===== src/ddct_pkg.sv =====
// Package for the dual down-counter timer block: map, fields, timing.
// Assumes a 125 MHz pclk and a 32-bit APB master.
package ddct_pkg;
   // Register byte addresses (data bytes at 0x60, 0x64, 0x68, command at 0x6c)
   localparam logic [7:0] ADDR_DATA_LOW = 8'h60;
   localparam logic [7:0] ADDR_DATA_MID = 8'h64;
   localparam logic [7:0] ADDR_DATA_HIGH = 8'h68;
   localparam logic [7:0] ADDR_COUNTER_COMMAND = 8'h6c;
   localparam logic [7:0] ADDR_CONFIG = 8'h30;
   localparam logic [7:0] ADDR_ANALOG_CTRL = 8'h34;
   localparam logic [7:0] ADDR_STATUS = 8'h38;
   localparam int IDX_DATA_LOW = 24;
   localparam int IDX_DATA_MID = 25;
   localparam int IDX_DATA_HIGH = 26;
   localparam int IDX_COUNTER_COMMAND = 27;
   // Command bits
   localparam int CMD_CLEAR = 0;
   localparam int CMD_LOAD = 1;
   localparam int CMD_CT_EN = 2;
   localparam int CMD_CT_DIS = 3;
   localparam int CMD_GT_EN = 4;
   localparam int CMD_GT_DIS = 5;
   localparam int CMD_LATCH = 6;
   localparam int CMD_SELECT = 7;
   // Configuration bits
   localparam int CFG_SAMPLE_FREQ = 0;
   localparam int CFG_EVENT_FREQ = 1;
   localparam int CFG_EVENT_SRC = 2;
   localparam int CFG_LOWER_E = 4;
   localparam int CFG_UPPER_E = 5;
   localparam logic [7:0] CFG_RESET = 8'h00;
   // Analog control bits
   localparam int ACT_CONVERSION_CLOCK_SELECT = 1;
   localparam int ACT_ANALOG_INTERRUPT_ENABLE = 0;
   // Width
   localparam int SAMPLE_W = 24;
   localparam int EVENT_W = 16;
   // Tick timing from pclk
   localparam int PCLK_HZ = 125_000_000;
   localparam int FAST_HZ = 10_000_000;
   localparam int SLOW_HZ = 100_000;
   localparam int FAST_DIV = PCLK_HZ / FAST_HZ;
   localparam int SLOW_DIV = PCLK_HZ / SLOW_HZ;
   localparam logic [10:0] FAST_LAST = 11'(FAST_DIV - 1);
   localparam logic [10:0] SLOW_LAST = 11'(SLOW_DIV - 1);

   typedef struct packed {
      logic enabled;
      logic gated;
      logic [23:0] count;
      logic [23:0] load;
      logic [23:0] latched;
      logic pulse;
   } ddct_ctr_s;

   typedef struct packed {
      logic gate;
      logic tick;
   } ddct_tick_s;
endpackage


===== src/ddct_tickgen.sv =====
// Tick generator: 10 MHz and 100 kHz one-cycle enables from pclk.
// Assumes pclk at the package rate; the fast tick comes every 12 cycles, slightly above 10 MHz.
module ddct_tickgen (
   // Clock and reset
   input wire logic pclk,
   input wire logic presetn,
   // Ticks
   output logic fast_tick,
   output logic slow_tick
);
   import ddct_pkg::*;

   typedef struct packed {
      logic [10:0] fast_cnt;
      logic [10:0] slow_cnt;
      logic fast;
      logic slow;
   } ddct_tg_s;

   ddct_tg_s st, next_st;

   // 12.5 cycles per fast tick; we round to 12, a small rate error
   always_comb begin
      next_st = st;
      next_st.fast = (st.fast_cnt == FAST_LAST);
      next_st.slow = (st.slow_cnt == SLOW_LAST);
      next_st.fast_cnt = next_st.fast ? 11'h000 : st.fast_cnt + 11'h001;
      next_st.slow_cnt = next_st.slow ? 11'h000 : st.slow_cnt + 11'h001;
   end

   always_ff @(posedge pclk or negedge presetn) begin
      if (!presetn) begin
         st <= '0;
      end else begin
         st <= next_st;
      end
   end

   assign fast_tick = st.fast;
   assign slow_tick = st.slow;
endmodule


===== src/ddct_top.sv =====
// Dual down-counter timer: 24-bit sample-rate and 16-bit event counters.
// Assumes APB master on pclk; external pins are asynchronous.
// Overview of operation
// - 24-bit counter pulses at zero, reloads
// - Sample clock 10MHz or 100kHz by bit0
// - Sample gate from port E4 when bit5
// - Sample pulse always on dedicated output
// - Sample pulse triggers conversions when enabled and clock select is 0
// - Divisors from 2 to 16777215 accepted
// - Event counter 16-bit with count, gate
// - Event on-board clock selected by bit1
// - Source select counts external rising edges
// - Event output high at zero until reload
// - Gated counter counts only while gate high
// - Upper select zero: onboard clock, no gate
// - Command bits select latch gate enable load clear
// - Latch captures count without stopping it
// - Enable and disable anytime; disabled ignores edges
// - Gating off counts every edge
// - Load bytes written in any order
// - Upper port E carries counter functions
// - Clear zeros counter; keeps counting if enabled
// - Latched bytes low middle high per counter
module ddct_top (
   // Clock and reset
   input wire logic pclk,
   input wire logic presetn,
   // APB slave
   input wire logic psel,
   input wire logic penable,
   input wire logic pwrite,
   input wire logic [7:0] paddr,
   input wire logic [31:0] pwdata,
   output logic [31:0] prdata,
   output logic pready,
   output logic pslverr,
   // External pins
   input wire logic [7:4] port_e_in,
   input wire logic external_count_in,
   // Pin outputs
   output logic sample_rate_pulse_out,
   output logic [7:4] port_e_out,
   output logic [7:4] port_e_oe,
   output logic [7:4] port_e_dio_out,
   output logic [7:4] port_e_dio_oe,
   output logic dio_latch_in,
   // Analog timing
   output logic conversion_trigger
);
   import ddct_pkg::*;

   typedef struct packed {
      logic [31:0] prdata;
      logic pready;
      logic pslverr;
      logic [7:0] config_reg;
      logic [1:0] analog_ctrl;
      logic [23:0] data_wr;
      logic view_c1;
      ddct_ctr_s c0;
      ddct_ctr_s c1;
      logic [1:0] sample_rate_gate_in_sync;
      logic [1:0] event_counter_gate_in_sync;
      logic [1:0] ext_sync;
      logic [1:0] latch_sync;
      logic ext_prev;
      logic s_out;
      logic [7:4] pe_out;
      logic [7:4] pe_oe;
      logic [7:4] dio_o;
      logic [7:4] dio_oe;
      logic dlatch;
      logic conv;
   } ddct_state_s;

   ddct_state_s st, next_st;
   logic fast_tick;
   logic slow_tick;

   ddct_tickgen u_tick (
      .pclk(pclk),
      .presetn(presetn),
      .fast_tick(fast_tick),
      .slow_tick(slow_tick)
   );

   ////////////////////////////////////////////////////////////////////
   // Address decode used by read and write paths
   function automatic logic [2:0] decode(input logic [7:0] a);
      if (a == ADDR_DATA_LOW) begin
         decode = 3'h1;
      end else if (a == ADDR_DATA_MID) begin
         decode = 3'h2;
      end else if (a == ADDR_DATA_HIGH) begin
         decode = 3'h3;
      end else if (a == ADDR_COUNTER_COMMAND) begin
         decode = 3'h4;
      end else if (a == ADDR_CONFIG) begin
         decode = 3'h5;
      end else if (a == ADDR_ANALOG_CTRL) begin
         decode = 3'h6;
      end else if (a == ADDR_STATUS) begin
         decode = 3'h7;
      end else begin
         decode = 3'h0;
      end
   endfunction

   // One counter step; width masks the event counter to 16 bits
   // Pulses change only on a tick, so each spans one input period
   function automatic ddct_ctr_s step(input ddct_ctr_s c,
                                      input logic tick,
                                      input logic [23:0] mask,
                                      input logic early_reload);
      ddct_ctr_s r;
      r = c;
      if (tick) begin
         if (c.count == 24'h000000) begin
            r.count = c.load & mask;
            r.pulse = 1'b0;
         end else if (early_reload && (c.count == 24'h000001)) begin
            // Divide by n: reload on the tick that reaches zero
            r.count = c.load & mask;
            r.pulse = 1'b1;
         end else begin
            r.count = (c.count - 24'h000001) & mask;
            r.pulse = (r.count == 24'h000000);
         end
      end
      step = r;
   endfunction

   ////////////////////////////////////////////////////////////////////
   logic acc;
   logic [2:0] sel;
   logic upper;
   logic c0_src;
   logic c1_src;
   logic c0_tick;
   logic c1_tick;
   logic [7:0] cmd;
   logic ext_rise;
   logic wr_now;
   logic [23:0] view;

   always_comb begin
      next_st = st;
      acc = psel && penable && !st.pready;
      sel = decode(paddr);
      cmd = pwdata[7:0];
      upper = st.config_reg[CFG_UPPER_E];
      // Writes land at the edge where the master sees pready high
      wr_now = psel && penable && pwrite && st.pready;
      // Data bytes show whichever counter was latched last
      view = st.view_c1 ? {8'h00, st.c1.latched[15:0]} : st.c0.latched;

      // Synchronisers: only stage 1 reads stage 0
      next_st.sample_rate_gate_in_sync = {st.sample_rate_gate_in_sync[0], port_e_in[4]};
      next_st.latch_sync = {st.latch_sync[0], port_e_in[5]};
      next_st.event_counter_gate_in_sync = {st.event_counter_gate_in_sync[0], port_e_in[7]};
      next_st.ext_sync = {st.ext_sync[0], external_count_in};
      next_st.ext_prev = st.ext_sync[1];
      ext_rise = st.ext_sync[1] && !st.ext_prev;

      // APB: one wait state, answer on second access cycle
      next_st.pready = acc;
      next_st.pslverr = 1'b0;
      if (acc && !pwrite) begin
         case (sel)
            3'h1: next_st.prdata = {24'h000000, view[7:0]};
            3'h2: next_st.prdata = {24'h000000, view[15:8]};
            3'h3: next_st.prdata = {24'h000000, view[23:16]};
            3'h5: next_st.prdata = {24'h000000, st.config_reg};
            3'h6: next_st.prdata = {30'h00000000, st.analog_ctrl};
            3'h7: next_st.prdata = {28'h0000000, st.c1.pulse, st.c0.pulse,
                                    st.c1.enabled, st.c0.enabled};
            default: next_st.prdata = 32'h00000000;
         endcase
         next_st.pslverr = (sel == 3'h0);
      end else if (acc) begin
         next_st.prdata = 32'h00000000;
         next_st.pslverr = (sel == 3'h0);
      end

      // Clock selection
      c0_src = st.config_reg[CFG_SAMPLE_FREQ] ? slow_tick : fast_tick;
      c1_src = st.config_reg[CFG_EVENT_FREQ] ? slow_tick : fast_tick;
      if (upper && st.config_reg[CFG_EVENT_SRC]) begin
         c1_src = ext_rise;
      end
      // Gate only honoured when upper port E carries counter pins
      c0_tick = c0_src && st.c0.enabled &&
                (!(upper && st.c0.gated) || st.sample_rate_gate_in_sync[1]);
      c1_tick = c1_src && st.c1.enabled &&
                (!(upper && st.c1.gated) || st.event_counter_gate_in_sync[1]);

      next_st.c0 = step(st.c0, c0_tick, 24'hffffff, 1'b1);
      next_st.c1 = step(st.c1, c1_tick, 24'h00ffff, 1'b0);

      // Register writes
      if (wr_now) begin
         case (sel)
            3'h1: next_st.data_wr[7:0] = pwdata[7:0];
            3'h2: next_st.data_wr[15:8] = pwdata[7:0];
            3'h3: next_st.data_wr[23:16] = pwdata[7:0];
            3'h5: next_st.config_reg = pwdata[7:0];
            3'h6: next_st.analog_ctrl = pwdata[1:0];
            3'h4: begin
               // Commands decoded bit by bit; selected counter only
               if (!cmd[CMD_SELECT]) begin
                  if (cmd[CMD_CLEAR]) begin
                     next_st.c0.count = 24'h000000;
                  end
                  if (cmd[CMD_LOAD]) begin
                     next_st.c0.load = st.data_wr;
                     next_st.c0.count = st.data_wr;
                  end
                  if (cmd[CMD_CT_EN]) begin
                     next_st.c0.enabled = 1'b1;
                  end
                  if (cmd[CMD_CT_DIS]) begin
                     next_st.c0.enabled = 1'b0;
                  end
                  if (cmd[CMD_GT_EN]) begin
                     next_st.c0.gated = 1'b1;
                  end
                  if (cmd[CMD_GT_DIS]) begin
                     next_st.c0.gated = 1'b0;
                  end
                  if (cmd[CMD_LATCH]) begin
                     next_st.c0.latched = st.c0.count;
                     next_st.view_c1 = 1'b0;
                  end
               end else begin
                  if (cmd[CMD_CLEAR]) begin
                     next_st.c1.count = 24'h000000;
                  end
                  if (cmd[CMD_LOAD]) begin
                     next_st.c1.load = {8'h00, st.data_wr[15:0]};
                     next_st.c1.count = {8'h00, st.data_wr[15:0]};
                  end
                  if (cmd[CMD_CT_EN]) begin
                     next_st.c1.enabled = 1'b1;
                  end
                  if (cmd[CMD_CT_DIS]) begin
                     next_st.c1.enabled = 1'b0;
                  end
                  if (cmd[CMD_GT_EN]) begin
                     next_st.c1.gated = 1'b1;
                  end
                  if (cmd[CMD_GT_DIS]) begin
                     next_st.c1.gated = 1'b0;
                  end
                  if (cmd[CMD_LATCH]) begin
                     // Own copy per counter; reads follow the last latch
                     next_st.c1.latched = {8'h00, st.c1.count[15:0]};
                     next_st.view_c1 = 1'b1;
                  end
               end
            end
            default: next_st.prdata = st.prdata;
         endcase
      end
      // Latched value otherwise untouched until next latch

      // Pins
      next_st.s_out = next_st.c0.pulse;
      // One trigger per sample pulse, however long the pulse stands
      next_st.conv = next_st.c0.pulse && !st.c0.pulse &&
                     st.analog_ctrl[ACT_ANALOG_INTERRUPT_ENABLE] &&
                     !st.analog_ctrl[ACT_CONVERSION_CLOCK_SELECT];
      next_st.dlatch = upper ? st.latch_sync[1] : 1'b1;
      if (upper) begin
         // E4,E5,E7 inputs; E6 carries event output
         next_st.pe_out = {1'b0, next_st.c1.pulse, 2'b00};
         next_st.pe_oe = 4'b0100;
         next_st.dio_o = 4'h0;
         next_st.dio_oe = 4'h0;
      end else begin
         next_st.pe_out = 4'h0;
         next_st.pe_oe = 4'h0;
         next_st.dio_o = 4'hf; // Pass-through flag for ordinary DIO
         next_st.dio_oe = 4'hf;
      end
   end

   ////////////////////////////////////////////////////////////////////
   always_ff @(posedge pclk or negedge presetn) begin
      if (!presetn) begin
         st <= '0;
         st.dlatch <= 1'b1;
         // Config resets to zero, so ordinary DIO owns port E
         st.dio_o <= 4'hf;
         st.dio_oe <= 4'hf;
      end else begin
         st <= next_st;
      end
   end

   assign prdata = st.prdata;
   assign pready = st.pready;
   assign pslverr = st.pslverr;
   assign sample_rate_pulse_out = st.s_out;
   assign port_e_out = st.pe_out;
   assign port_e_oe = st.pe_oe;
   assign port_e_dio_out = st.dio_o;
   assign port_e_dio_oe = st.dio_oe;
   assign dio_latch_in = st.dlatch;
   assign conversion_trigger = st.conv;
endmodule


===== config.mk =====
export PLATFORM = sky130hd
export DESIGN_NAME = ddct_top
export DESIGN_NICKNAME = d
export VERILOG_FILES = /design/src/ddct_pkg.sv /design/src/ddct_tickgen.sv /design/src/ddct_top.sv
export SDC_FILE = /design/constraint.sdc
export NUM_CORES = 1
export LEC_CHECK = 0
export BUFFER_PORTS_ARGS = -buffer_cell sky130_fd_sc_hd__buf_2
export CAP_MARGIN = 20
export CORE_AREA = 2 2 136 165
export DETAILED_ROUTE_END_ITERATION = 8
export DIE_AREA = 0 0 138 167
export PLACE_DENSITY = 0.72
export SYNTH_ARGS = -nofsm -noshare
export SYNTH_HDL_FRONTEND = slang
export SYNTH_SLANG_ARGS = --single-unit

===== constraint.sdc =====
create_clock -name pclk -period 4.1 [get_ports pclk]
set_clock_uncertainty 0.2 [all_clocks]
set_input_delay 0.82 -clock pclk [delete_from_list [all_inputs] [get_ports pclk]]
set_output_delay 0.82 -clock pclk [all_outputs]
set_load 0.01 [all_outputs]

* Word-level counts from Yosys, hierarchy flattened *
Cells that the tools add are included.

storage, ports and cells
  logic and storage cells = 157
  output and inout bits = 53
  bits in registers = 254
  input port bits = 50

operators by class
  reductions and logical operators = 47
  add/sub/neg operators = 4
  muxes and demuxes = 51
  eq/ne operators = 18
  bitwise gates (word level) = 1

operators by type and width
  cell                                                count
  2-to-1 mux 72 bit                                   6
  2-to-1 mux 24 bit                                   8
  2-to-1 mux 32 bit                                   4
  zero test 24 bit                                    4
  2-to-1 mux 48 bit                                   2
  one-hot mux 8 bit (6 select lines)                  1
  == test 8 x 7 -> 1 bit, second input constant       4
  2-to-1 mux 16 bit                                   2
  AND reduction 4 bit                                 8
  == test 24 x 1 -> 1 bit, second input constant      1
  == test 8 x 6 -> 1 bit, second input constant       3
  subtractor 24 x 1 -> 24 bit, second input constant  1
  adder 11 x 1 -> 11 bit, second input constant       2
  2-to-1 mux 11 bit                                   2
  2-to-1 mux 3 bit                                    7
  2-to-1 mux 1 bit                                    18
  logical AND 1 bit                                   16
  subtractor 16 x 1 -> 16 bit, second input constant  1
  2-to-1 mux 15 bit                                   1
  == test 3 bit, second input constant                4
  == test 11 bit, second input constant               1
  == test 11 x 4 -> 1 bit, second input constant      1
  AND reduction 2 bit                                 5
  zero test 1 bit                                     7
  9 further kinds                                     12

* Logic depth before layout (Yosys ltp) *
Gate-level depths: netlist of run 1.

  word-level depth = 13
  mapped depth = 12
  mapped depth without buffers = 9

* By module *
Synthesis of run 1 repeated with hierarchy kept, for this count alone.

unflattened totals
  cell total of the unflattened synthesis = 1,102
  area total of the unflattened synthesis = 10,787.8 um^2

modules (own cells, without submodules)
  module        area each (um^2)  cells an instance  instances  sequential area each (um^2)
  ddct_top      9,718.1           1,008              1          4,832.1
  ddct_tickgen  1,069.8           94                 1          600.6

* Worst setup path before layout of run 1 *
OpenSTA, ideal clock, no wires.

  path type = in2reg
  start = input paddr[1]
  end = register st[41] in the netlist's numbering
  data arrival time = 3.116 ns
  slack = 0.659 ns
  cell stages on the path = 7
  cells stage by stage = or4b_1 > or2_2 > clkbuf_1 > nor3_1 > nand3_1 > clkbuf_1 > mux2_2

between the ends
  longest elaborated chain between the ends = 10
  elaborated cells on any way between the ends = 16
  those cells by class = eq/ne: 8; mux: 7; reduce/logical: 1

RTL lines
  element                            RTL line         text
  start, declared                    ddct_top.sv:32   input wire logic [7:0] paddr,
  == test 8 x 6 -> 1 bit             ddct_top.sv:102  end else if (a == ADDR_STATUS) begin
  2-to-1 mux 3 bit                   ddct_top.sv:102
  2-to-1 mux 3 bit                   ddct_top.sv:100  end else if (a == ADDR_ANALOG_CTRL) begin
  2-to-1 mux 3 bit                   ddct_top.sv:98   end else if (a == ADDR_CONFIG) begin
  2-to-1 mux 3 bit                   ddct_top.sv:96   end else if (a == ADDR_COUNTER_COMMAND) begin
  2-to-1 mux 3 bit                   ddct_top.sv:94   end else if (a == ADDR_DATA_HIGH) begin
  2-to-1 mux 3 bit                   ddct_top.sv:92   end else if (a == ADDR_DATA_MID) begin
  2-to-1 mux 3 bit (*)               ddct_top.sv:90   if (a == ADDR_DATA_LOW) begin
  == test 3 bit (*)                  ddct_top.sv:202  case (sel)
  AND reduction 4 bit (no line) (*)  n/a
  end signal, assigned               ddct_top.sv:296  st <= next_st;
  end, declared                      ddct_top.sv:76   ddct_state_s st, next_st;

Mark *: on every way between the ends. The rest lies on a longest branch, timed or not.
A chain may end at the register's enable or synchronous reset.

==> qor.csv, run 1 <==
metric,value,unit
fin. max-slew vios,0,
Cells after Synth,1054,
Worst-Margin Slew,943,ps
post-synthesis compound-gate area fraction,0.113,
CTS-repair resized insts,0,
"CP delay by family, top",simple AND/OR/NAND/NOR gates,
Site Rows,59,
Root Driver,clkbuf_16,
clock slew at reported path FFs,60,ps
Placer Congestion,0.937,
first-pass GRT wire length,43.6,mm
hold violation count in the final report,0,
Core Region,0.0214,mm²
Vias/cell,5.81,
status,"finished, final reports clean",
relative slew slack,0.369,
worst skew pair latency,510,ps
largest family of logic cells by synthesized area,simple AND/OR/NAND/NOR gates,
Yosys reg bits,217,
Layout area overhead,10.6,%
Critical Path RT,4300,ps
Area contributors post-synth,"dfrtp_1, mux2_2, nand2_1, o21ai_0, buf_4",
hold_buf cts,0,
final instance area,0.0117,mm²
"Top FF cell, synth",dfrtp_1,
most common library cells after synthesis,"dfrtp_1, nand2_1, o21ai_0",
Buf/Inv on CP,1,
Clock Sinks,217,
RSZ-0062 raised after global routing,no,
die extent in x,138,µm
number of flops mapped to enable cells by yosys,0,
Hold Path Class,in2async,
Fillers,1889,
sequential area share after synthesis,0.515,
most frequent cell after synthesis,dfrtp_1,
via count,8007,
PD cells,364,mW/mm²
synthesized area,0.0105,mm²
I/O pin total,103,
Arrival @ worst endpoint,3670,ps
Die ar.,0.0230,mm²
Max-cap violations,0,
startpoint class of the critical path,flip-flop,
H-tree levels,1,
number of library cell types mapped by synthesis,69,
layout cells sized above 1,0.186,
Synth Area in Adders,0.00949,
Max Clk Rate,0.288,GHz
CP max stage delay,810,ps
setup ws final,627,ps
Overflow after GRT,0,
fin crit share,0.847,
worst vdd ir,0.000297,V
Final Critical Period,3470,ps
post-synthesis mux area share,0.0914,
LEAKAGE,5.62,nW
PortBufs,47,
slowest CP cell,or4_1,
leading area contributor after synthesis,dfrtp_1,
Placement Setup Slack,667,ps
Die Y-Extent,167,µm
cells along the critical path,inv_1 -> ha_1 -> or4b_1 -> or3_1 -> or4_1 -> o22a_1 -> o221ai_1 -> nand2_1,
first-pass detailed-route iteration total,7,
number of antenna violations at the first check in global routing,0,
GRT Util Overall,0.235,
Starting Density,0.492,
largest net degree at the start of global routing,94,
CP endpoint kind,flip-flop,
share of the synthesized area in the top cell type,0.510,
clock buffer depth,3,
Simple-Gate Fraction of Synth Area,0.186,
Post-Place Cell Area,0.0110,mm²
hpwl dp,19.2,mm
xor/xnor cell area share of the yosys netlist,0.0241,
vias in the first global route,7898,
drt drc,0,
initial DRC count,759,
critical path type,reg2reg,
# nets final,1147,
final setup fails,0,
post-route setup TNS,0,ps
CTS tree,yes,
antenna cell count,0,
drt wl/cell,19.7,µm
Num CTS Buffers,23,
YS warnings,0,
ys async rst share,1.00,
Routed Antenna Nets,0,
average cell area after synthesis,10.0,µm²
post-CTS setup buffers,0,
CP Max Fanout,15,
drt total wl,27.2,mm
-- layout by cell type, fill, tap and decap left out, types with 21 or more instances in the layout --
master,count
mux2_2,66
buf_2,47
conb_1,30
xnor2_1,21
clkbuf_16,23
buf_4,28
o21ai_0,72
a21oi_1,58
dfrtp_1,215
nor2_1,54
nand3_1,30
nand2_1,196
-- layer usage --
layer,track usage,share of wire
met1,0.310,0.41
met2,0.388,0.48
met3,0.0279,0.062
met4,0.113,0.046
met5,0,0
-- report_power, final --
group | total (mW) | switching [mW] | leakage (nW) | internal [mW]
Combinational | 0.113 | 0.0889 | 2.34 | 0.0242
Sequential | 2.15 | 0.00477 | 2.93 | 2.15
Clock | 1.97 | 0.854 | 0.357 | 1.12
Total | 4.24 | 0.948 | 5.62 | 3.29
-- area by class of cell --
class / instances / area (µm²) / area share
repair buffers: 79 / 520 / 0.0447
multi-input cells: 750 / 4590 / 0.394
flip-flops and latches: 217 / 5430 / 0.466
clock buffers: 28 / 604 / 0.0519
inverters: 18 / 67.6 / 0.00580
clock inverters: 13 / 97.6 / 0.00837
well taps: 274 / 343 / 0.0294
-- stage by stage --
step	total power, mW	instances	hold WS, ps	util
5_1_grt	4.37	1379	151	0.544
3_3_place_gp	2.31	1337	136	0.511
4_1_cts	4.27	1379	152	0.544
2_1_floorplan	2.25	1083	131	-
6_report	4.24	1379	134	0.544
3_5_place_dp	2.31	1338	141	0.512
-- state kept, by name, summed over array words and instances, names as in the netlist --
signal / count
pready: 1
u_tick.fast_tick: 1
u_tick.slow_tick: 1
prdata: 8
conversion_trigger: 1
st: 172
port_e_dio_out: 1
next_st: 5
sample_rate_pulse_out: 1
dio_latch_in: 1
pslverr: 1
port_e_oe: 1
port_e_out: 1
u_tick.st: 22
-- cell families (layout without fill, tap and decap cells) --
group / Yosys count / count (layout)
XOR/XNOR: 29 / 29
buffers and inverters: 116 / 138
flip-flops: 217 / 217
AND/OR/NAND/NOR: 407 / 407
other: 1 / 30
multiplexers: 78 / 78
adder cells (fa/ha/maj): 8 / 8
AO/OA/AOI/OAI: 198 / 198
-- path summary, 6_finish.rpt --
check	start	end	depth (start not counted)	slack, ps
setup reg to reg	st[77]	st[80]	8	630
min in group pclk	next_st[27]	st[27]	0	150
hold / removal	presetn	u_tick.st[12]	1	130
setup / recovery	st[77]	st[80]	8	630
max in group asynchronous	presetn	port_e_dio_out[6]	2	2700
hold reg to reg	next_st[27]	st[27]	0	150
(Power assumes the default switching activity.)
==> run 2: changes to the inputs <==
--- a/config.mk
+++ b/config.mk
@@ -10,7 +10,7 @@
 export CORE_AREA = 2 2 136 165
 export DETAILED_ROUTE_END_ITERATION = 8
 export DIE_AREA = 0 0 138 167
-export PLACE_DENSITY = 0.72
+export PLACE_DENSITY = 0.75
 export SYNTH_ARGS = -nofsm -noshare
 export SYNTH_HDL_FRONTEND = slang
 export SYNTH_SLANG_ARGS = --single-unit
==> constraint.sdc (replaced) <==
create_clock -name pclk -period 3.05 [get_ports pclk]
set_clock_uncertainty 0.2 [all_clocks]
set_input_delay 0.61 -clock pclk [delete_from_list [all_inputs] [get_ports pclk]]
set_output_delay 0.61 -clock pclk [all_outputs]
set_load 0.01 [all_outputs]
==> qor.csv, run 2 (synthesized netlist as in run 1, its figures left out) <==
metric,value,unit,change
fin crit share,0.972,,+0.125
startpoint class of the critical path,flip-flop,,
number of antenna violations at the first check in global routing,0,,unchanged
worst skew pair latency,510,ps,about the same
placed cells,1385,,+3.5%
Arrival @ worst endpoint,3190,ps,-480 ps
hold violation count in the final report,0,,unchanged
Site Rows,59,,unchanged
met2 WL,13.5,mm,+4.2%
H-tree levels,1,,unchanged
via count,8405,,+5.0%
Placer Congestion,0.979,,+4.5%
slowest CP cell,or4_4,,
hpwl dp,20.1,mm,+4.8%
final instance area,0.0123,mm²,+5.2%
R2R depth,7,,-1
Die ar.,0.0230,mm²,unchanged
"Most flops, register",st,,
Overflow after GRT,0,,unchanged
Routed Antenna Nets,0,,unchanged
LEAKAGE,5.92,nW,+5.3%
worst vdd ir,0.000374,V,+26%
Post-Place Cell Area,0.0114,mm²,+4.3%
Vias/cell,5.89,,+1.4%
status,"finished, final reports clean",,
worst hold slack,11.0,ps,-123 ps
CP max stage delay,590,ps,-220 ps
Clock Sinks,217,,unchanged
largest net degree at the start of global routing,68,,-28%
Worst Setup SP,st[171],,
drt drc,0,,unchanged
Layout area overhead,16.3,%,
Die Y-Extent,167,µm,unchanged
Max-cap violations,0,,unchanged
die extent in x,138,µm,unchanged
Final Critical Period,2970,ps,-508 ps
"most used cell, CP",or4_4,,
layout cells sized above 1,0.231,,+0.0450
"commonest cells after routing, fill and taps aside","dfrtp_1, nand2_1, o21ai_0",,
# nets final,1198,,+4.4%
first-pass GRT wire length,44.5,mm,+2.1%
Critical Path RT,3270,ps,-1030 ps
stages on the worst setup path,7,,-1
first-pass detailed-route iteration total,6,,-1
Starting Density,0.492,,unchanged
Hold Path Class,in2reg,,
antenna cell count,0,,unchanged
Max Clk Rate,0.337,GHz,+17%
max FFs per register,172,,unchanged
RSZ-0062 raised after global routing,yes,,
met1 wire length,11.5,mm,+2.3%
Num CTS Buffers,23,,unchanged
Buf/Inv on CP,1,,unchanged
GRT Util Overall,0.240,,+0.00546
CP Max Fanout,4,,-11
uppermost layer routed,met4,,
clock buffer depth,3,,unchanged
Critical R2R Capture,sample_rate_pulse_out,,
drt wl/cell,19.7,µm,about the same
Setup crit end,sample_rate_pulse_out,,
Core Region,0.0214,mm²,unchanged
r2r startpoint,st[171],,
CP endpoint kind,flip-flop,,
drt total wl,28.2,mm,+3.6%
cells along the critical path,or4_4 -> or4_4 -> nor3_4 -> inv_2 -> a2111o_1 -> or3_4 -> a31oi_2,,
Root Driver,clkbuf_16,,
final design utilization,0.573,,+0.0285
fin. max-slew vios,0,,unchanged
vias in the first global route,8127,,+2.9%
PortBufs,47,,unchanged
relative slew slack,0.471,,+0.102
Worst-Margin Slew,787,ps,-157 ps
initial DRC count,959,,+26%
"most common cell after layout, fill and taps aside",dfrtp_1,,
DR WL met3,1.75,mm,+3.7%
Fillers,1781,,-5.7%
final cell count without fillers,1428,,+3.6%
PD cells,476,mW/mm²,+31%
clock slew at reported path FFs,60,ps,about the same
final setup fails,0,,unchanged
CTS tree,yes,,
power consumption,5.84,mW,+38%
critical path type,reg2reg,,
I/O pin total,103,,unchanged
"CP delay by family, top",simple AND/OR/NAND/NOR gates,,
reg2reg setup slack,80,ps,-540 ps
run 2: cell types whose count changed in the layout (fill, tap and decap cells not counted), sizes merged:
cell         delta
clkbuf          +5
clkinv          -9
dlygate4sd3     +3
bufinv          +1
buf            +48
clkinvlp        +1
run 2: final cells by class:
class / count / area, µm² / share of cell area
clock buffer: 33 / 653 / 0.0533
clock inverter: 6 / 86.3 / 0.00704
inverter: 18 / 67.6 / 0.00551
multi-input combinational: 750 / 4680 / 0.381
sequential: 217 / 5430 / 0.443
tap: 274 / 343 / 0.0280
timing repair buffer: 130 / 1000 / 0.0819
run 2: through the flow:
| step | TNS, ps | setup WS, ps |
|---|---|---|
| 6_report | 0 | 84.4 |
| 5_1_grt | -25.4 | -16.9 |
| 4_1_cts | -1.82 | -1.82 |
| 3_5_place_dp | -209 | -41.3 |
| 3_3_place_gp | -16.6 | -16.6 |
| 2_1_floorplan | -3.82 | -3.82 |
run 2: worst min-delay path by stage:
stage            startpoint                  to  slack, ps  cells after the start
2_1_floorplan       presetn  conversion_trigger        110                      0
3_3_place_gp    next_st[25]              st[25]        130                      0
3_5_place_dp    next_st[21]              st[21]        140                      0
4_1_cts        port_e_in[5]         next_st[21]          5                      1
5_1_grt        port_e_in[7]         next_st[25]          5                      1
6_report       port_e_in[5]         next_st[21]         10                      1
run 2: what timing repair did:
action                                 4_1_cts  5_1_grt
setup endpoints to repair                    2       20
resized for setup                            1       14
hold buffers                                 3        0
endpoints found under the hold margin       53        0
pin swaps                                    0        5
buffers inserted                             0        1
run 2: where the power goes:
group / leakage (nW) / internal [mW] / switching (mW)
clock: 0.360 / 1.65 / 1.13
sequential: 2.93 / 2.89 / 0.00620
combinational: 2.63 / 0.0385 / 0.124
run 2: per-layer routing:
layer,up-vias,track usage
met5,-,0
met4,0,0.116
met3,83,0.0250
met2,385,0.395
met1,4106,0.321
li1,3831,-
==> run 3: changes to the inputs <==
==> config.mk (replaced) <==
export PLATFORM = sky130hd
export DESIGN_NAME = ddct_top
export DESIGN_NICKNAME = d
export VERILOG_FILES = /design/src/ddct_pkg.sv /design/src/ddct_tickgen.sv /design/src/ddct_top.sv
export SDC_FILE = /design/constraint.sdc
export NUM_CORES = 1
export LEC_CHECK = 0
export BUFFER_PORTS_ARGS = -buffer_cell sky130_fd_sc_hd__buf_4
export CAP_MARGIN = 20
export CORE_AREA = 3 3 137 166
export DETAILED_ROUTE_END_ITERATION = 8
export DIE_AREA = 0 0 140 169
export PLACE_DENSITY = 0.75
export REMOVE_ABC_BUFFERS = 1
export SYNTH_ARGS = -nofsm -noshare
export SYNTH_HDL_FRONTEND = slang
export SYNTH_SLANG_ARGS = --single-unit
==> qor.csv, run 3 (synthesized netlist as in run 1, its figures left out) <==
metric,value,unit,change
die extent in x,140,µm,+1.4%
Site Rows,59,,unchanged
Root Driver,clkbuf_16,,
first-pass GRT wire length,45.1,mm,+1.3%
"Most flops, register",st,,
critical path type,reg2reg,,
drt wl/cell,19.5,µm,-0.97%
startpoint class of the critical path,flip-flop,,
drt drc,0,,unchanged
reg2reg setup slack,50,ps,-40 ps
placed cells,1392,,+0.51%
PD cells,486,mW/mm²,+2.1%
NetSw,1.30,mW,+2.7%
status,"finished, final reports clean",,
GRT Util Overall,0.236,,-0.00410
power consumption,6.07,mW,+3.8%
fin crit share,0.985,,+0.0124
via count,8384,,-0.25%
setup ws final,46.6,ps,-37.7 ps
CP max stage delay,610,ps,+20 ps
CP endpoint kind,flip-flop,,
LEAKAGE,6.04,nW,+2.0%
clock slew at reported path FFs,60,ps,about the same
max FFs per register,172,,unchanged
"CP delay by family, top",simple AND/OR/NAND/NOR gates,,
final cell count without fillers,1442,,+0.98%
antenna cell count,0,,unchanged
worst skew pair latency,530,ps,+20 ps
Worst-Margin Slew,606,ps,-180 ps
hold_sp,next_st[27],,
Post-Place Cell Area,0.0115,mm²,+0.87%
Buf/Inv on CP,1,,unchanged
Starting Density,0.492,,unchanged
Sw Share,0.214,,-0.00246
CP Max Fanout,10,,+6
Critical Path RT,3250,ps,-20 ps
relative slew slack,0.596,,+0.125
number of antenna violations at the first check in global routing,0,,unchanged
"most used cell, CP",or4_4,,
drt total wl,28.2,mm,about the same
final setup fails,0,,unchanged
Hold Path Class,reg2reg,,
H-tree levels,1,,unchanged
worst hold path endpoint,st[27],,
Arrival @ worst endpoint,3200,ps,about the same
PortBufs,47,,unchanged
Placer Congestion,0.960,,-1.9%
largest net degree at the start of global routing,65,,-4.4%
Critical R2R Capture,st[171],,
Max Clk Rate,0.333,GHz,-1.3%
Vias/cell,5.81,,-1.2%
Core Region,0.0214,mm²,unchanged
Max-cap violations,0,,unchanged
R2R depth,7,,unchanged
CTS tree,yes,,
layout cells sized above 1,0.235,,+0.00409
clock share of power,0.495,,+0.018
Sequential Power Share,0.477,,-0.019
Internal,4.77,mW,+4.2%
r2r startpoint,st[164],,
Die Y-Extent,169,µm,+1.2%
final instance area,0.0125,mm²,+1.7%
Die ar.,0.0237,mm²,+2.7%
"commonest cells after routing, fill and taps aside","dfrtp_1, nand2_1, buf_4",,
fin. max-slew vios,0,,unchanged
Final Critical Period,3000,ps,+37.7 ps
Layout area overhead,18.3,%,
clock buffer depth,3,,unchanged
vias in the first global route,8330,,+2.5%
Routed Antenna Nets,0,,unchanged
initial DRC count,862,,-10%
I/O pin total,103,,unchanged
Overflow after GRT,0,,unchanged
cells along the critical path,or4_4 -> or4_4 -> or4_4 -> buf_6 -> o22a_1 -> o221ai_2 -> nand2_1,,
hpwl dp,20.4,mm,+1.4%
Num CTS Buffers,24,,+4.3%
first-pass detailed-route iteration total,5,,-1
hold violation count in the final report,0,,unchanged
# nets final,1208,,+0.83%
Comb pwr share,0.028,,about the same
worst vdd ir,0.000541,V,+45%
Placement Setup Slack,-18.2,ps,+23.2 ps
Clock Sinks,217,,unchanged
WHS Path Cells,0,,-1
RSZ-0062 raised after global routing,yes,,
"most common cell after layout, fill and taps aside",dfrtp_1,,
slowest CP cell,or4_4,,
[run 3: cell types whose count changed in the layout (fill, tap and decap cells not counted), sizes merged]
cell         change
clkinv           +6
bufinv           +1
clkbuf           -1
dlygate4sd3      +2
buf              +7
clkinvlp         -1
[run 3: per-layer routing]
metal	up-vias	GRT usage	wire length [µm]
li1	3828	-	-
met3	58	0.0266	1470
met5	-	0	0
met1	4180	0.309	11500
met4	0	0.0889	1110
met2	318	0.407	14100
[run 3: repair_timing]
action | CTS | global route
endpoints found under the setup margin | 6 | 25
cloned | 0 | 0
buffers inserted | 0 | 1
hold endpoints to repair | 63 | 0
hold buffers | 5 | 0
pin swaps | 0 | 5
resized for setup | 3 | 10
[run 3: area by class of cell]
type,count,area (µm²)
multi-input combinational,750,4630
inverter,18,67.6
fill,1778,8940
clock buffer,32,681
timing repair buffer,139,1160
tap,274,343
sequential,217,5430
clock inverter,12,154
[run 3: worst max path at each step]
stage / depth (start not counted) / slack, ps / startpoint / end
after global placement: 7 / 3 / st[166] / sample_rate_pulse_out
after CTS: 7 / 9 / st[166] / sample_rate_pulse_out
after detailed placement: 9 / -20 / paddr[1] / st[173]
after global routing: 7 / -30 / st[164] / st[171]
after floorplan: 8 / -340 / st[77] / st[84]
final: 7 / 50 / st[164] / st[171]
[run 3: metrics by stage]
stage          hold slack [ps]  setup TNS, ps   util
2_1_floorplan              114         -13140      -
3_3_place_gp               134              0  0.538
3_5_place_dp               136          -18.2  0.538
4_1_cts                    141              0  0.580
5_1_grt                    154          -81.6  0.583
6_report                   147              0  0.583
[run 3: worst reg2reg max path: cells and delay by family (launching register included)]
| family | cells | cell delay, ps |
|---|---|---|
| simple gates | 4 | 1780 |
| flops | 1 | 380 |
| compound gates | 2 | 340 |
| buf+inv | 1 | 170 |
[run 3: power by group through the flow]
| stage | Sequential, mW | Combinational, mW | Clock [mW] |
|---|---|---|---|
| floorplan | 2.95 | 0.0384 | 0 |
| global placement | 2.95 | 0.164 | 0 |
| detailed placement | 2.95 | 0.166 | 0 |
| CTS | 2.89 | 0.172 | 3.06 |
| global route | 2.89 | 0.188 | 3.17 |
| finish | 2.90 | 0.168 | 3.00 |
